<file path="src/common/hsi_pkg.sv">
// Shared constants and types of the handheld switch interlock
package hsi_pkg;

  // Clock and documented times
  localparam int unsigned CLK_HZ        = 50_000_000;
  localparam int unsigned ENTRY_WIN_S   = 10;
  localparam int unsigned HOLD_S        = 1;
  localparam int unsigned ADDR_OFF_S    = 10;
  // Indicator times, chosen for a visible yellow start and audible beeps
  localparam int unsigned SHOW_MS       = 300;
  localparam int unsigned BEEP_MS       = 60;
  localparam int unsigned FLASH_MS      = 250;

  // Cycle counts derived from the times (all well above one cycle)
  localparam int unsigned ENTRY_WIN_CYC = CLK_HZ * ENTRY_WIN_S;
  localparam int unsigned HOLD_CYC      = CLK_HZ * HOLD_S;
  localparam int unsigned ADDR_OFF_CYC  = CLK_HZ * ADDR_OFF_S;
  localparam int unsigned SHOW_CYC      = (CLK_HZ / 1000) * SHOW_MS;
  localparam int unsigned BEEP_CYC      = (CLK_HZ / 1000) * BEEP_MS;
  localparam int unsigned FLASH_CYC     = (CLK_HZ / 1000) * FLASH_MS;

  // Widths
  localparam int unsigned MOT_W   = 8;
  localparam int unsigned AUX_W   = 8;
  localparam int unsigned ADDR_W  = 4;
  localparam int unsigned KEY_W   = 4;
  localparam int unsigned CODE_N  = 4;
  localparam int unsigned RA_W    = 4;

  // Register map
  localparam logic [RA_W-1:0] REG_CFG    = 4'h0;
  localparam logic [RA_W-1:0] REG_STATUS = 4'h4;
  localparam logic [31:0]     CFG_RST    = 32'h0000_0000;
  localparam int unsigned     CFG_CODE_EN = 0;
  localparam int unsigned     CFG_MODE_LO = 1;
  localparam int unsigned     CFG_CODE_LO = 8;
  localparam int unsigned     CFG_AUXM_LO = 16;

  // Centre pushbutton roles
  localparam logic [1:0] CTR_ALARM = 2'h0;
  localparam logic [1:0] CTR_RESET = 2'h1;
  localparam logic [1:0] CTR_BOTH  = 2'h2;

  typedef enum logic [2:0] {
    S_OFF, S_START, S_CODE, S_RUN, S_DIAG, S_LOCK, S_ADDR_OFF
  } hsi_state_t;

  typedef struct packed {
    logic [MOT_W-1:0] motion;
    logic [AUX_W-1:0] aux;
    logic             alarm;
    logic             reset;
    logic             mag_lift;
    logic             mag_drop;
    logic             vac_lift;
    logic             vac_rel;
    logic             grab_close;
    logic             grab_open;
    logic             rot_cw;
    logic             rot_ccw;
  } hsi_cmd_t;

  typedef struct packed {
    logic lift;
    logic drop;
    logic vac;
    logic vrel;
    logic close;
    logic open;
    logic cw;
    logic ccw;
  } hsi_btn_t;

endpackage

</file>
<file path="src/design/hsi_top.sv">
// Switch supervision and function sequencing of the handheld controller
//
// Chosen here: the strobed register port and the register offsets.
`timescale 1ns/10ps
module hsi_top
  import hsi_pkg::*;
#(
  parameter int unsigned P_ENTRY_WIN_CYC = ENTRY_WIN_CYC,
  parameter int unsigned P_HOLD_CYC      = HOLD_CYC,
  parameter int unsigned P_ADDR_OFF_CYC  = ADDR_OFF_CYC,
  parameter int unsigned P_SHOW_CYC      = SHOW_CYC,
  parameter int unsigned P_BEEP_CYC      = BEEP_CYC,
  parameter int unsigned P_FLASH_CYC     = FLASH_CYC
) (
  // Clock and reset
  input  wire logic             CORE_CLK,
  input  wire logic             RST_N,
  // Operator switches
  input  wire logic             POWER_ON,
  input  wire logic             ENABLING_BAR,
  input  wire logic [MOT_W-1:0] MOTION_SW,
  input  wire logic [AUX_W-1:0] AUX_SW,
  input  wire logic             CENTRE_BTN,
  input  wire hsi_btn_t         BUTTONS,
  input  wire logic [KEY_W-1:0] CODE_KEYS,
  input  wire logic [ADDR_W-1:0] ADDR_SEL,
  // Battery and transmitter status
  input  wire logic             BATT_LOW,
  input  wire logic             TX_ACTIVE,
  // Register port
  input  wire logic [RA_W-1:0]  REG_ADDR,
  input  wire logic [31:0]      REG_WDATA,
  input  wire logic             REG_WR,
  input  wire logic             REG_RD,
  output logic      [31:0]      REG_RDATA,
  // Toward the encoder and transmitter
  output logic                  TX_EN,
  output logic      [ADDR_W-1:0] TX_ADDR,
  output hsi_cmd_t              COMMANDS,
  // Indication
  output logic                  LED_RED,
  output logic                  LED_GREEN,
  output logic                  BEEP,
  output logic                  DIAG_MODE
);

  if (P_SHOW_CYC < 3 * P_BEEP_CYC || P_BEEP_CYC == 0 || P_FLASH_CYC == 0 ||
      P_HOLD_CYC == 0 || P_ENTRY_WIN_CYC == 0 || P_ADDR_OFF_CYC == 0) begin : g_chk
    $error("hsi_top: timing parameters out of range");
  end

  hsi_state_t        st_q;
  logic [31:0]       tmr_q;
  logic [31:0]       cfg_q;
  logic [ADDR_W-1:0] addr_q;
  logic [KEY_W-1:0]  key_prev_q;
  logic [1:0]        code_pos_q;
  logic [MOT_W-1:0]  mot_prev_q;
  logic [MOT_W-1:0]  mot_ok_q;
  logic [1:0]        hold_done;
  logic [31:0]       flash_cnt_q;
  logic              flash_ph_q;
  hsi_cmd_t          cmd_d;
  hsi_cmd_t          cmd_q;
  logic              run;
  logic              key_rise;
  logic [1:0]        key_idx;
  logic [1:0]        key_want;
  logic              code_en;
  logic [1:0]        ctr_mode;
  logic [AUX_W-1:0]  aux_bar_mask;

  assign run          = (st_q == S_RUN);
  assign code_en      = cfg_q[CFG_CODE_EN];
  assign ctr_mode     = cfg_q[CFG_MODE_LO +: 2];
  assign aux_bar_mask = cfg_q[CFG_AUXM_LO +: AUX_W];
  assign key_want     = cfg_q[CFG_CODE_LO + 2 * code_pos_q +: 2];

  // Register port: configuration write, read data one cycle later
  always_ff @(posedge CORE_CLK or negedge RST_N) begin
    if (!RST_N) begin
      cfg_q <= CFG_RST;
    end else if (REG_WR && REG_ADDR == REG_CFG) begin
      cfg_q <= REG_WDATA;
    end
  end

  always_ff @(posedge CORE_CLK or negedge RST_N) begin
    if (!RST_N) begin
      REG_RDATA <= 32'h0000_0000;
    end else if (REG_RD) begin
      case (REG_ADDR)
        REG_CFG:    REG_RDATA <= cfg_q;
        REG_STATUS: REG_RDATA <= {22'h00_0000, addr_q, 1'b0, 3'(st_q), TX_EN, DIAG_MODE};
        default:    REG_RDATA <= 32'h0000_0000;
      endcase
    end else begin
      REG_RDATA <= 32'h0000_0000;
    end
  end

  // Entry code keys: the lowest newly pressed key counts
  always_comb begin
    key_rise = 1'b0;
    key_idx  = 2'h0;
    for (int i = KEY_W - 1; i >= 0; i--) begin
      if (CODE_KEYS[i] && !key_prev_q[i]) begin
        key_rise = 1'b1;
        key_idx  = 2'(i);
      end
    end
  end

  always_ff @(posedge CORE_CLK or negedge RST_N) begin
    if (!RST_N) begin
      key_prev_q <= '0;
      code_pos_q <= 2'h0;
    end else begin
      key_prev_q <= CODE_KEYS;
      if (st_q != S_CODE) begin
        code_pos_q <= 2'h0;
      end else if (key_rise) begin
        // A wrong key restarts the sequence rather than locking out at once
        code_pos_q <= (key_idx == key_want) ? code_pos_q + 2'h1 : 2'h0;
      end
    end
  end

  // Power-up sequencing and address supervision
  always_ff @(posedge CORE_CLK or negedge RST_N) begin
    if (!RST_N) begin
      st_q  <= S_OFF;
      tmr_q <= 32'h0000_0000;
    end else if (!POWER_ON) begin
      st_q  <= S_OFF;
      tmr_q <= 32'h0000_0000;
    end else begin
      tmr_q <= tmr_q + 32'h0000_0001;
      case (st_q)
        S_OFF: begin
          tmr_q <= 32'h0000_0000;
          st_q  <= ENABLING_BAR ? S_DIAG : S_START;
        end
        S_START: begin
          if (tmr_q >= P_SHOW_CYC - 1) begin
            tmr_q <= 32'h0000_0000;
            st_q  <= code_en ? S_CODE : S_RUN;
          end
        end
        S_CODE: begin
          if (key_rise && key_idx == key_want && code_pos_q == 2'(CODE_N - 1)) begin
            tmr_q <= 32'h0000_0000;
            st_q  <= S_RUN;
          end else if (tmr_q >= P_ENTRY_WIN_CYC - 1) begin
            st_q <= S_LOCK;
          end
        end
        S_RUN: begin
          if (ADDR_SEL != addr_q) begin
            tmr_q <= 32'h0000_0000;
            st_q  <= S_ADDR_OFF;
          end
        end
        S_ADDR_OFF: begin
          if (tmr_q >= P_ADDR_OFF_CYC - 1) begin
            tmr_q <= 32'h0000_0000;
            st_q  <= S_START;
          end
        end
        S_DIAG:  st_q <= S_DIAG;
        S_LOCK:  st_q <= S_LOCK;
        default: st_q <= S_OFF;
      endcase
    end
  end

  // Address is taken at each start, so a restart picks up the new one
  always_ff @(posedge CORE_CLK or negedge RST_N) begin
    if (!RST_N) begin
      addr_q <= '0;
    end else if (st_q == S_START || st_q == S_OFF) begin
      addr_q <= ADDR_SEL;
    end
  end

  // Motion arming: a switch counts only if it left centre with the bar down
  always_ff @(posedge CORE_CLK or negedge RST_N) begin
    if (!RST_N) begin
      mot_prev_q <= '0;
      mot_ok_q   <= '0;
    end else begin
      mot_prev_q <= MOTION_SW;
      for (int i = 0; i < MOT_W; i++) begin
        mot_ok_q[i] <= run && ENABLING_BAR && MOTION_SW[i] &&
                       (mot_ok_q[i] || !mot_prev_q[i]);
      end
    end
  end

  // One-second hold timers for lift and vacuum
  for (genvar g = 0; g < 2; g++) begin : g_hold
    logic [31:0] cnt_q;
    logic        btn;
    assign btn          = (g == 0) ? BUTTONS.lift : BUTTONS.vac;
    assign hold_done[g] = (cnt_q >= P_HOLD_CYC);
    always_ff @(posedge CORE_CLK or negedge RST_N) begin
      if (!RST_N) begin
        cnt_q <= 32'h0000_0000;
      end else if (!btn || !run) begin
        cnt_q <= 32'h0000_0000;
      end else if (!hold_done[g]) begin
        cnt_q <= cnt_q + 32'h0000_0001;
      end
    end
  end

  // Command assembly; everything is silent outside normal running
  always_comb begin
    cmd_d            = '0;
    cmd_d.motion     = mot_ok_q;
    cmd_d.aux        = AUX_SW & (~aux_bar_mask | {AUX_W{ENABLING_BAR}});
    cmd_d.alarm      = CENTRE_BTN && (ctr_mode == CTR_ALARM || ctr_mode == CTR_BOTH);
    cmd_d.reset      = CENTRE_BTN && (ctr_mode == CTR_RESET || ctr_mode == CTR_BOTH);
    cmd_d.mag_lift   = BUTTONS.lift && hold_done[0];
    cmd_d.mag_drop   = BUTTONS.lift && hold_done[0] && BUTTONS.drop;
    cmd_d.vac_lift   = BUTTONS.vac && hold_done[1];
    cmd_d.vac_rel    = BUTTONS.vac && hold_done[1] && BUTTONS.vrel;
    cmd_d.grab_close = BUTTONS.close && !BUTTONS.open;
    cmd_d.grab_open  = BUTTONS.close && BUTTONS.open;
    cmd_d.rot_cw     = BUTTONS.cw && !BUTTONS.ccw;
    cmd_d.rot_ccw    = BUTTONS.ccw && !BUTTONS.cw;
    if (!run) begin
      cmd_d = '0;
    end
  end

  always_ff @(posedge CORE_CLK or negedge RST_N) begin
    if (!RST_N) begin
      cmd_q     <= '0;
      TX_EN     <= 1'b0;
      DIAG_MODE <= 1'b0;
    end else begin
      cmd_q     <= cmd_d;
      TX_EN     <= run;
      DIAG_MODE <= (st_q == S_DIAG);
    end
  end

  assign COMMANDS = cmd_q;
  assign TX_ADDR  = addr_q;

  // Flash rhythm divider
  always_ff @(posedge CORE_CLK or negedge RST_N) begin
    if (!RST_N) begin
      flash_cnt_q <= 32'h0000_0000;
      flash_ph_q  <= 1'b0;
    end else if (flash_cnt_q >= P_FLASH_CYC - 1) begin
      flash_cnt_q <= 32'h0000_0000;
      flash_ph_q  <= !flash_ph_q;
    end else begin
      flash_cnt_q <= flash_cnt_q + 32'h0000_0001;
    end
  end

  // Indicator: both colours together read as yellow
  always_ff @(posedge CORE_CLK or negedge RST_N) begin
    if (!RST_N) begin
      LED_RED   <= 1'b0;
      LED_GREEN <= 1'b0;
      BEEP      <= 1'b0;
    end else begin
      LED_RED   <= 1'b0;
      LED_GREEN <= 1'b0;
      BEEP      <= 1'b0;
      if (st_q == S_START) begin
        LED_RED   <= 1'b1;
        LED_GREEN <= 1'b1;
        BEEP      <= (tmr_q < P_BEEP_CYC) ||
                     (tmr_q >= 2 * P_BEEP_CYC && tmr_q < 3 * P_BEEP_CYC);
      end else if (run && BATT_LOW) begin
        LED_RED <= flash_ph_q;
        BEEP    <= flash_ph_q;
      end else if (run && TX_ACTIVE) begin
        LED_GREEN <= flash_ph_q;
      end
    end
  end

  a_bar_at_start: assert property (@(posedge CORE_CLK) disable iff (!RST_N)
    st_q == S_OFF && POWER_ON && ENABLING_BAR |=> st_q == S_DIAG ##1 DIAG_MODE)
    else $error("bar held at switch-on did not enter diagnostics");

  a_diag_no_tx: assert property (@(posedge CORE_CLK) disable iff (!RST_N)
    st_q == S_DIAG |=> !TX_EN && cmd_q == '0)
    else $error("diagnostic mode transmits");

  a_start_yellow: assert property (@(posedge CORE_CLK) disable iff (!RST_N)
    st_q == S_START && POWER_ON && tmr_q == 0 |=> LED_RED && LED_GREEN && BEEP)
    else $error("switch-on indication missing");

  a_low_batt_red: assert property (@(posedge CORE_CLK) disable iff (!RST_N)
    run && BATT_LOW |=> !LED_GREEN)
    else $error("green shown with low battery");

  a_motion_bar: assert property (@(posedge CORE_CLK) disable iff (!RST_N)
    !ENABLING_BAR |=> ##1 cmd_q.motion == '0)
    else $error("motion without enabling bar");

  a_motion_late_bar: assert property (@(posedge CORE_CLK) disable iff (!RST_N)
    MOTION_SW[0] && !ENABLING_BAR ##1 MOTION_SW[0] |=> ##1 !cmd_q.motion[0])
    else $error("bar pressed after switch moved gave motion");

  a_code_quiet: assert property (@(posedge CORE_CLK) disable iff (!RST_N)
    st_q == S_CODE |=> cmd_q == '0 && !TX_EN)
    else $error("command issued during entry code");

  a_lift_hold: assert property (@(posedge CORE_CLK) disable iff (!RST_N)
    $rose(cmd_q.mag_lift) |-> $past(BUTTONS.lift, 2) && $past(g_hold[0].cnt_q) >= P_HOLD_CYC)
    else $error("magnet lift before one second hold");

  a_drop_alone: assert property (@(posedge CORE_CLK) disable iff (!RST_N)
    !BUTTONS.lift |=> !cmd_q.mag_drop)
    else $error("drop without lift held");

  a_alarm_reset: assert property (@(posedge CORE_CLK) disable iff (!RST_N)
    run && ctr_mode == CTR_BOTH && CENTRE_BTN |=> cmd_q.alarm && cmd_q.reset)
    else $error("combined alarm and reset not together");

  a_rot_centre: assert property (@(posedge CORE_CLK) disable iff (!RST_N)
    !BUTTONS.cw && !BUTTONS.ccw |=> !cmd_q.rot_cw && !cmd_q.rot_ccw)
    else $error("rotation commanded at centre");

  a_addr_restart: assert property (@(posedge CORE_CLK) disable iff (!RST_N)
    run && POWER_ON && ADDR_SEL != addr_q |=> st_q == S_ADDR_OFF ##1 !TX_EN)
    else $error("address change did not switch off");

  a_lock_quiet: assert property (@(posedge CORE_CLK) disable iff (!RST_N)
    st_q == S_LOCK |=> !TX_EN && cmd_q == '0)
    else $error("locked out controller transmits");

  a_vac_hold: assert property (@(posedge CORE_CLK) disable iff (!RST_N)
    !hold_done[1] |=> !cmd_q.vac_lift && !cmd_q.vac_rel)
    else $error("vacuum command before one second hold");

  a_grab_close: assert property (@(posedge CORE_CLK) disable iff (!RST_N)
    !BUTTONS.close |=> !cmd_q.grab_close && !cmd_q.grab_open)
    else $error("grab commanded without close held");

  a_aux_free: assert property (@(posedge CORE_CLK) disable iff (!RST_N)
    run && aux_bar_mask == '0 |=> cmd_q.aux == $past(AUX_SW))
    else $error("auxiliary command not passed without bar");

  a_tx_green: assert property (@(posedge CORE_CLK) disable iff (!RST_N)
    run && TX_ACTIVE && !BATT_LOW |=> !LED_RED)
    else $error("red shown while transmitting with good battery");

endmodule // hsi_top

</file>
<file path="config.mk">
export PLATFORM = sky130hd
export DESIGN_NAME = hsi_top
export DESIGN_NICKNAME = d
export VERILOG_FILES = /design/src/common/hsi_pkg.sv /design/src/design/hsi_top.sv
export SDC_FILE = /design/constraint.sdc
export NUM_CORES = 1
export LEC_CHECK = 0
export BUFFER_PORTS_ARGS = -buffer_cell sky130_fd_sc_hd__buf_2
export CORE_AREA = 2 2 154 126
export CTS_CLUSTER_SIZE = 25
export DETAILED_ROUTE_END_ITERATION = 8
export DIE_AREA = 0 0 156 128
export GPL_TIMING_DRIVEN = 0
export PLACE_DENSITY = 0.84
export SYNTH_ARGS = -nofsm -noshare
export SYNTH_HDL_FRONTEND = slang
export SYNTH_SLANG_ARGS = --single-unit
</file>
<file path="constraint.sdc">
create_clock -name CORE_CLK -period 3.5 [get_ports CORE_CLK]
set_input_delay 0.7 -clock CORE_CLK [delete_from_list [all_inputs] [get_ports CORE_CLK]]
set_output_delay 0.7 -clock CORE_CLK [all_outputs]
set_load 0.1 [all_outputs]
</file>
Word level (Yosys, flattened, before mapping)

Index checks and enable logic that the tools add are counted.

Output and inout port bits: 67
Input bits: 77
Register bits: 253
Word-level logic and storage cells: 182

Shift-type cells: 1
Reduce and logical (&&, ||, !) cells: 75
$lt $le $gt $ge: 8
Eq/ne operators: 19
$add $sub $neg: 6
Bitwise gates (word level): 3
Mux-type cells: 40

Operator list:

| cell                                                   | number |
|---|---|
| 2-to-1 mux 32 bit                                      | 11 |
| case mux 32 bit (5 select lines)                       | 1 |
| adder 32 x 1 -> 32 bit (second input constant)         | 4 |
| >= comparator 32 x 24 -> 1 bit (second input constant) | 2 |
| >= comparator 32 x 26 -> 1 bit (second input constant) | 2 |
| case mux 32 bit (2 select lines)                       | 1 |
| logical AND 1 bit                                      | 37 |
| >= comparator 32 x 23 -> 1 bit (second input constant) | 1 |
| >= comparator 32 x 29 -> 1 bit (second input constant) | 1 |
| < comparator 32 x 22 -> 1 bit (second input constant)  | 1 |
| < comparator 32 x 24 -> 1 bit (second input constant)  | 1 |
| variable part select 32 x 6 -> 2 bit                   | 1 |
| 2-to-1 mux 26 bit                                      | 1 |
| 2-to-1 mux 3 bit                                       | 7 |
| case mux 3 bit (7 select lines)                        | 1 |
| logical NOT 1 bit                                      | 19 |
| logical OR 1 bit                                       | 14 |
| 2-to-1 mux 2 bit                                       | 7 |
| 2-to-1 mux 1 bit                                       | 11 |
| equality test 3 bit (second input constant)            | 3 |
| bitwise AND 8 bit                                      | 1 |
| inverter 8 bit                                         | 1 |
| OR 8 bit                                               | 1 |
| equality test 3 x 2 -> 1 bit (second input constant)   | 2 |
| 17 further kinds                                       | 21 |

Longest topological paths before layout

Depth after elaboration: 12
Gate-level depth with buffers: 10

Worst setup path after synthesis

OpenSTA, ideal clock, no wires.

Path type: reg-to-reg
Start: register tmr_q[19]
End: register tmr_q[24]
Library setup time: 0.119 ns
Data required time: 3.381 ns
Setup slack: 1.142 ns
Stages on the path, launching flop included: 8
Period minus slack after synthesis: 2.358 ns
Buffers on the path: 1
Data arrival time: 2.239 ns
Path through: dfrtp_1 > or4b_1 > or3_1 > a31o_1 > a21o_1 > a211oi_4 > buf_6 > nor2_1

Cells in the longest elaborated chain, start to end: 4

Ends and longest elaborated chain:

| element                                        | RTL line       | text |
|---|---|---|
| from (decl)                                    | hsi_top.sv:53  | `logic [31:0] tmr_q;` |
| from (signal assigned)                         | hsi_top.sv:138 | `tmr_q <= tmr_q + 32'h0000_0001;` |
| adder 32 x 1 -> 32 bit (tied with other cells) | hsi_top.sv:138 |  |
| 2-to-1 mux 32 bit, on equally long branches    | --             |  |
| case mux 32 bit (5 select lines) *             | hsi_top.sv:139 | `case (st_q)` |
| 2-to-1 mux 32 bit *                            | hsi_top.sv:134 | `end else if (!POWER_ON) begin` |

Mark *: on every way between the ends. The rest lies on a longest branch, timed or not.
A chain may end at the register's enable or synchronous reset.

Worst setup path after layout

Start: register st_q[0]
End: register g_hold[1].cnt_q[26]

Cells in the longest elaborated chain, start to end: 4

Ends and longest elaborated chain:

| element                                                                              | RTL line       | text |
|---|---|---|
| from (decl)                                                                          | hsi_top.sv:52  | `hsi_state_t st_q;` |
| from (signal assigned)                                                               | hsi_top.sv:142 | `st_q <= ENABLING_BAR ? S_DIAG : S_START;` |
| from (signal assigned)                                                               | hsi_top.sv:147 | `st_q <= code_en ? S_CODE : S_RUN;` |
| equality test 3 x 2 -> 1 bit *                                                       | hsi_top.sv:73  | `assign run = (st_q == S_RUN);` |
| logical NOT 1 bit *                                                                  | --             |  |
| logical OR 1 bit *                                                                   | hsi_top.sv:209 | `end else if (!btn \|\| !run) begin` |
| inequality test 2 x 1 -> 1 bit (no source line) or 2-to-1 mux 32 bit (tied branches) | --             |  |
| to (signal assigned)                                                                 | hsi_top.sv:212 | `cnt_q <= cnt_q + 32'h0000_0001;` |
| to (decl)                                                                            | hsi_top.sv:202 | `logic [31:0] cnt_q;` |

Marked as above.

==> metrics.txt <==
clock-pin slew on the worst setup and hold paths 0.06 ns; Setup Crit Path Kind register to register; # IOs approximately 140; Crit path arrival time roughly 3.4 ns; fin. max-slew vios 0; XOR/XNOR Fraction of Synth Area between 6 and 7%; Hold Crit Class input port to register; Detailed Route Iter0 Violations roughly 620; initial antenna violation count 0; Synth Area in Simple Gates 21.69%; post-DR vias/cell 5.730; Top Usage Layer GRT met2; Synth Area per Inst 10.58 um2; crit-path most repeated cell clkbuf_1; DP Worst Slack roughly 0.52 ns; MaxCap Viol Count 0; CP cell instances clkbuf_1 -> nand3b_1 -> inv_1 -> clkbuf_1 -> nand2_1 -> a21oi_1 -> clkbuf_1 -> nor4b_1 -> o21a_1; skew final between 0.015 and 0.02 ns; Yosys reg bits 253; adder-cell share of the synthesized area 1.109%; die span in y 128 um; core area 18520 um2; placed cell count 1454; WL/cell between 15 and 20 um; final WL 25000 um; GP Congestion 0.9388; grt met1 use between 30 and 40%; root buffer cell clkbuf_16; element type at the critical path end register; Cells after Synth 1067; multiplexer area fraction after synthesis 4.977%; PortBufs 143; Post-CTS Resized 0; met2 track utilization from global routing 40.37%; n_diodes 0; cell family with most CP delay buffers and inverters; Yosys Warn Count 0; Tmin final slightly above 3 ns; final hold violations 0; clock latency on the worst-skew pair 0.53 ns; Final setup viols 0; Crit-path slowest cell clkbuf_1; htree depth 1; largest net degree at the start of global routing 124; Synth Flop Type dfrtp_1; Rows 45; WP data required 3.91 ns; LEAKAGE 6.130 nW; DRC 0; overall routing resource usage 25.56%; Finished Cell Area 13250 um2; TritonCTS buffer count 25; Max Fclk 331.3 MHz; Final ANT Viol Nets 0; first-pass GRT wire length 41340 um; Bufs on Longest Clock Path 3; async set-reset flop share out of synthesis 100.0%; post-route setup slack about 0.48 ns; Area Overhead vs Synth 17.35%; final setup TNS 0 ns; CTS tree yes; met3 Usage GRT under 10%; First-pass DRT Iterations 5; CP Buf/Inv Count 4; vias in the first global route 8367; Worst-Margin Slew 1.077 ns; Mapped Area 11290 um2; final-stage net count 1334; Worst Path Max Fanout 10; Die Area 19970 um2; Startpoint Class register; largest family of logic cells by synthesized area simple AND/OR/NAND/NOR gates; slew margin rel. 27.53%; via count 8595; RSZ-0062 raised after global routing no; worst stage delay on the critical path 0.45 ns; post-place instance area 12390 um2; detailed placement HPWL 17250 um; number of flops mapped to enable cells by yosys 0; GRT overflow 0; Sink Count approximately 250; Max VDD drop ~500 uV; Period Utilization, post-route 86.25%; Initial Util 60.93%; pwr/cell area 500.5 nW/um2; post-synthesis sequential area ratio 56.09%; fin cells 1500; area fraction in compound gates after synthesis 6.707%; status completed; Yosys cell types just over 60; Die X about 160 um; layout cells sized above 1 19.13%; Filler cells 1338
## worst paths after layout
check	start	end	slack, ns	depth (start not counted)
max	st_q[0]	g_hold[1].cnt_q[26]	0.48	9
min in group asynchronous	RST_N	g_hold[1].cnt_q[6]	0.58	2
min	CODE_KEYS[3]	key_prev_q[3]	0.29	1
max reg2reg	st_q[0]	g_hold[1].cnt_q[26]	0.48	9
max in group asynchronous	RST_N	g_hold[0].cnt_q[16]	2.10	3
min reg2reg	cfg_q[16]	COMMANDS[10]	0.46	1
## layer usage
| metal | vias to the layer above | wire (um) |
|---|---|---|
| met4 | 0 | 675 |
| met2 | 294 | 11580 |
| li1 | 4063 | - |
| met1 | 4180 | 10850 |
| met3 | 58 | 1904 |
| met5 | - | 0 |
## cell usage after synthesis (3+ instances only)
library cell,count,area [um2]
dfrtp_1,253,6331
nor2_1,136,510.5
nand2_1,70,262.8
nand3_1,56,280.3
xor2_1,44,385.4
xnor2_1,40,350.3
and2_1,37,231.5
mux2_2,37,416.7
o21ai_0,37,185.2
clkbuf_1,35,131.4
inv_1,33,123.9
and3_1,32,200.2
a21oi_1,31,155.2
nor4_1,30,187.7
nand4_1,23,143.9
nor3_1,17,85.08
or3_1,15,93.84
ha_1,10,125.1
mux2i_1,10,100.1
and4_1,9,78.83
or4_1,9,67.56
a211oi_1,8,60.06
nor2b_1,8,50.05
a31oi_1,6,37.54
nor3b_1,6,45.04
buf_2,4,20.02
nand2b_1,4,25.02
nand3b_1,4,30.03
nand4b_1,4,35.03
o211ai_1,4,30.03
o21a_1,4,30.03
o31ai_1,4,30.03
or2_2,4,25.02
a21o_1,3,22.52
a41o_1,3,30.03
buf_1,3,11.26
buf_6,3,33.78
## cell usage in the layout, fill, tap and decap left out, drive strengths merged, types with 8 or more instances in the layout
master	count
dfrtp	253
buf	155
nor2	136
clkbuf	72
nand2	70
nand3	57
xor2	44
xnor2	40
and2	38
o21ai	37
mux2	37
inv	34
and3	32
a21oi	31
nor4	30
nand4	23
nor3	17
or3	15
mux2i	10
ha	10
a211oi	10
and4	9
or4	9
nor2b	8
conb	8
## flip-flops by register name (all words and copies together) (netlist names), 2 cells and up
signal	count
code_pos_q	2
REG_RDATA	32
COMMANDS	26
mot_ok_q	8
st_q	3
tmr_q	32
cfg_q	32
TX_ADDR	4
mot_prev_q	8
g_hold.cnt_q	64
flash_cnt_q	32
key_prev_q	4
## area by class of cell
type,count,area (um2),area share [%]
flip-flops and latches,253,6331,47.80
inverters,34,127.6,0.9635
plain buffers,45,196.4,1.483
clock inverters,8,96.34,0.7274
well taps,235,294.0,2.220
repair buffers,146,790.8,5.970
clock buffers,37,750.7,5.668
multi-input cells,742,4658,35.17
## through the flow
step           power, mW  hold slack [ns]  utilization (%)
3_5_place_dp       3.939           0.4519            66.88
4_1_cts            6.680           0.2689            71.50
6_report           6.630           0.2871            71.50
3_3_place_gp       3.906           0.4460            66.52
5_1_grt            6.870           0.2765            71.50
2_1_floorplan      3.687           0.4044                -
## what timing repair did
item,in CTS,in global routing
setup endpoints to repair,0,0
buffers inserted,0,0
endpoints found under the hold margin,10,0
hold buffers,1,0
## power breakdown
| part | internal (mW) | leakage (nW) | switching (mW) |
|---|---|---|---|
| Combinational | 0.236 | 2.30 | 0.492 |
| Sequential | 3.07 | 3.41 | 0.0932 |
| Clock | 1.63 | 0.419 | 1.11 |
| Total | 4.93 | 6.13 | 1.70 |
## cell families after synthesis
| group | count (synthesis) |
|---|---|
| buffers and inverters | 79 |
| AND/OR/NAND/NOR | 474 |
| XOR/XNOR | 84 |
| flip-flops | 253 |
| other | 1 |
| multiplexers | 49 |
| adder cells (fa/ha/maj) | 10 |
| AO/OA/AOI/OAI | 117 |
Power figures use the tool's default switching activity.
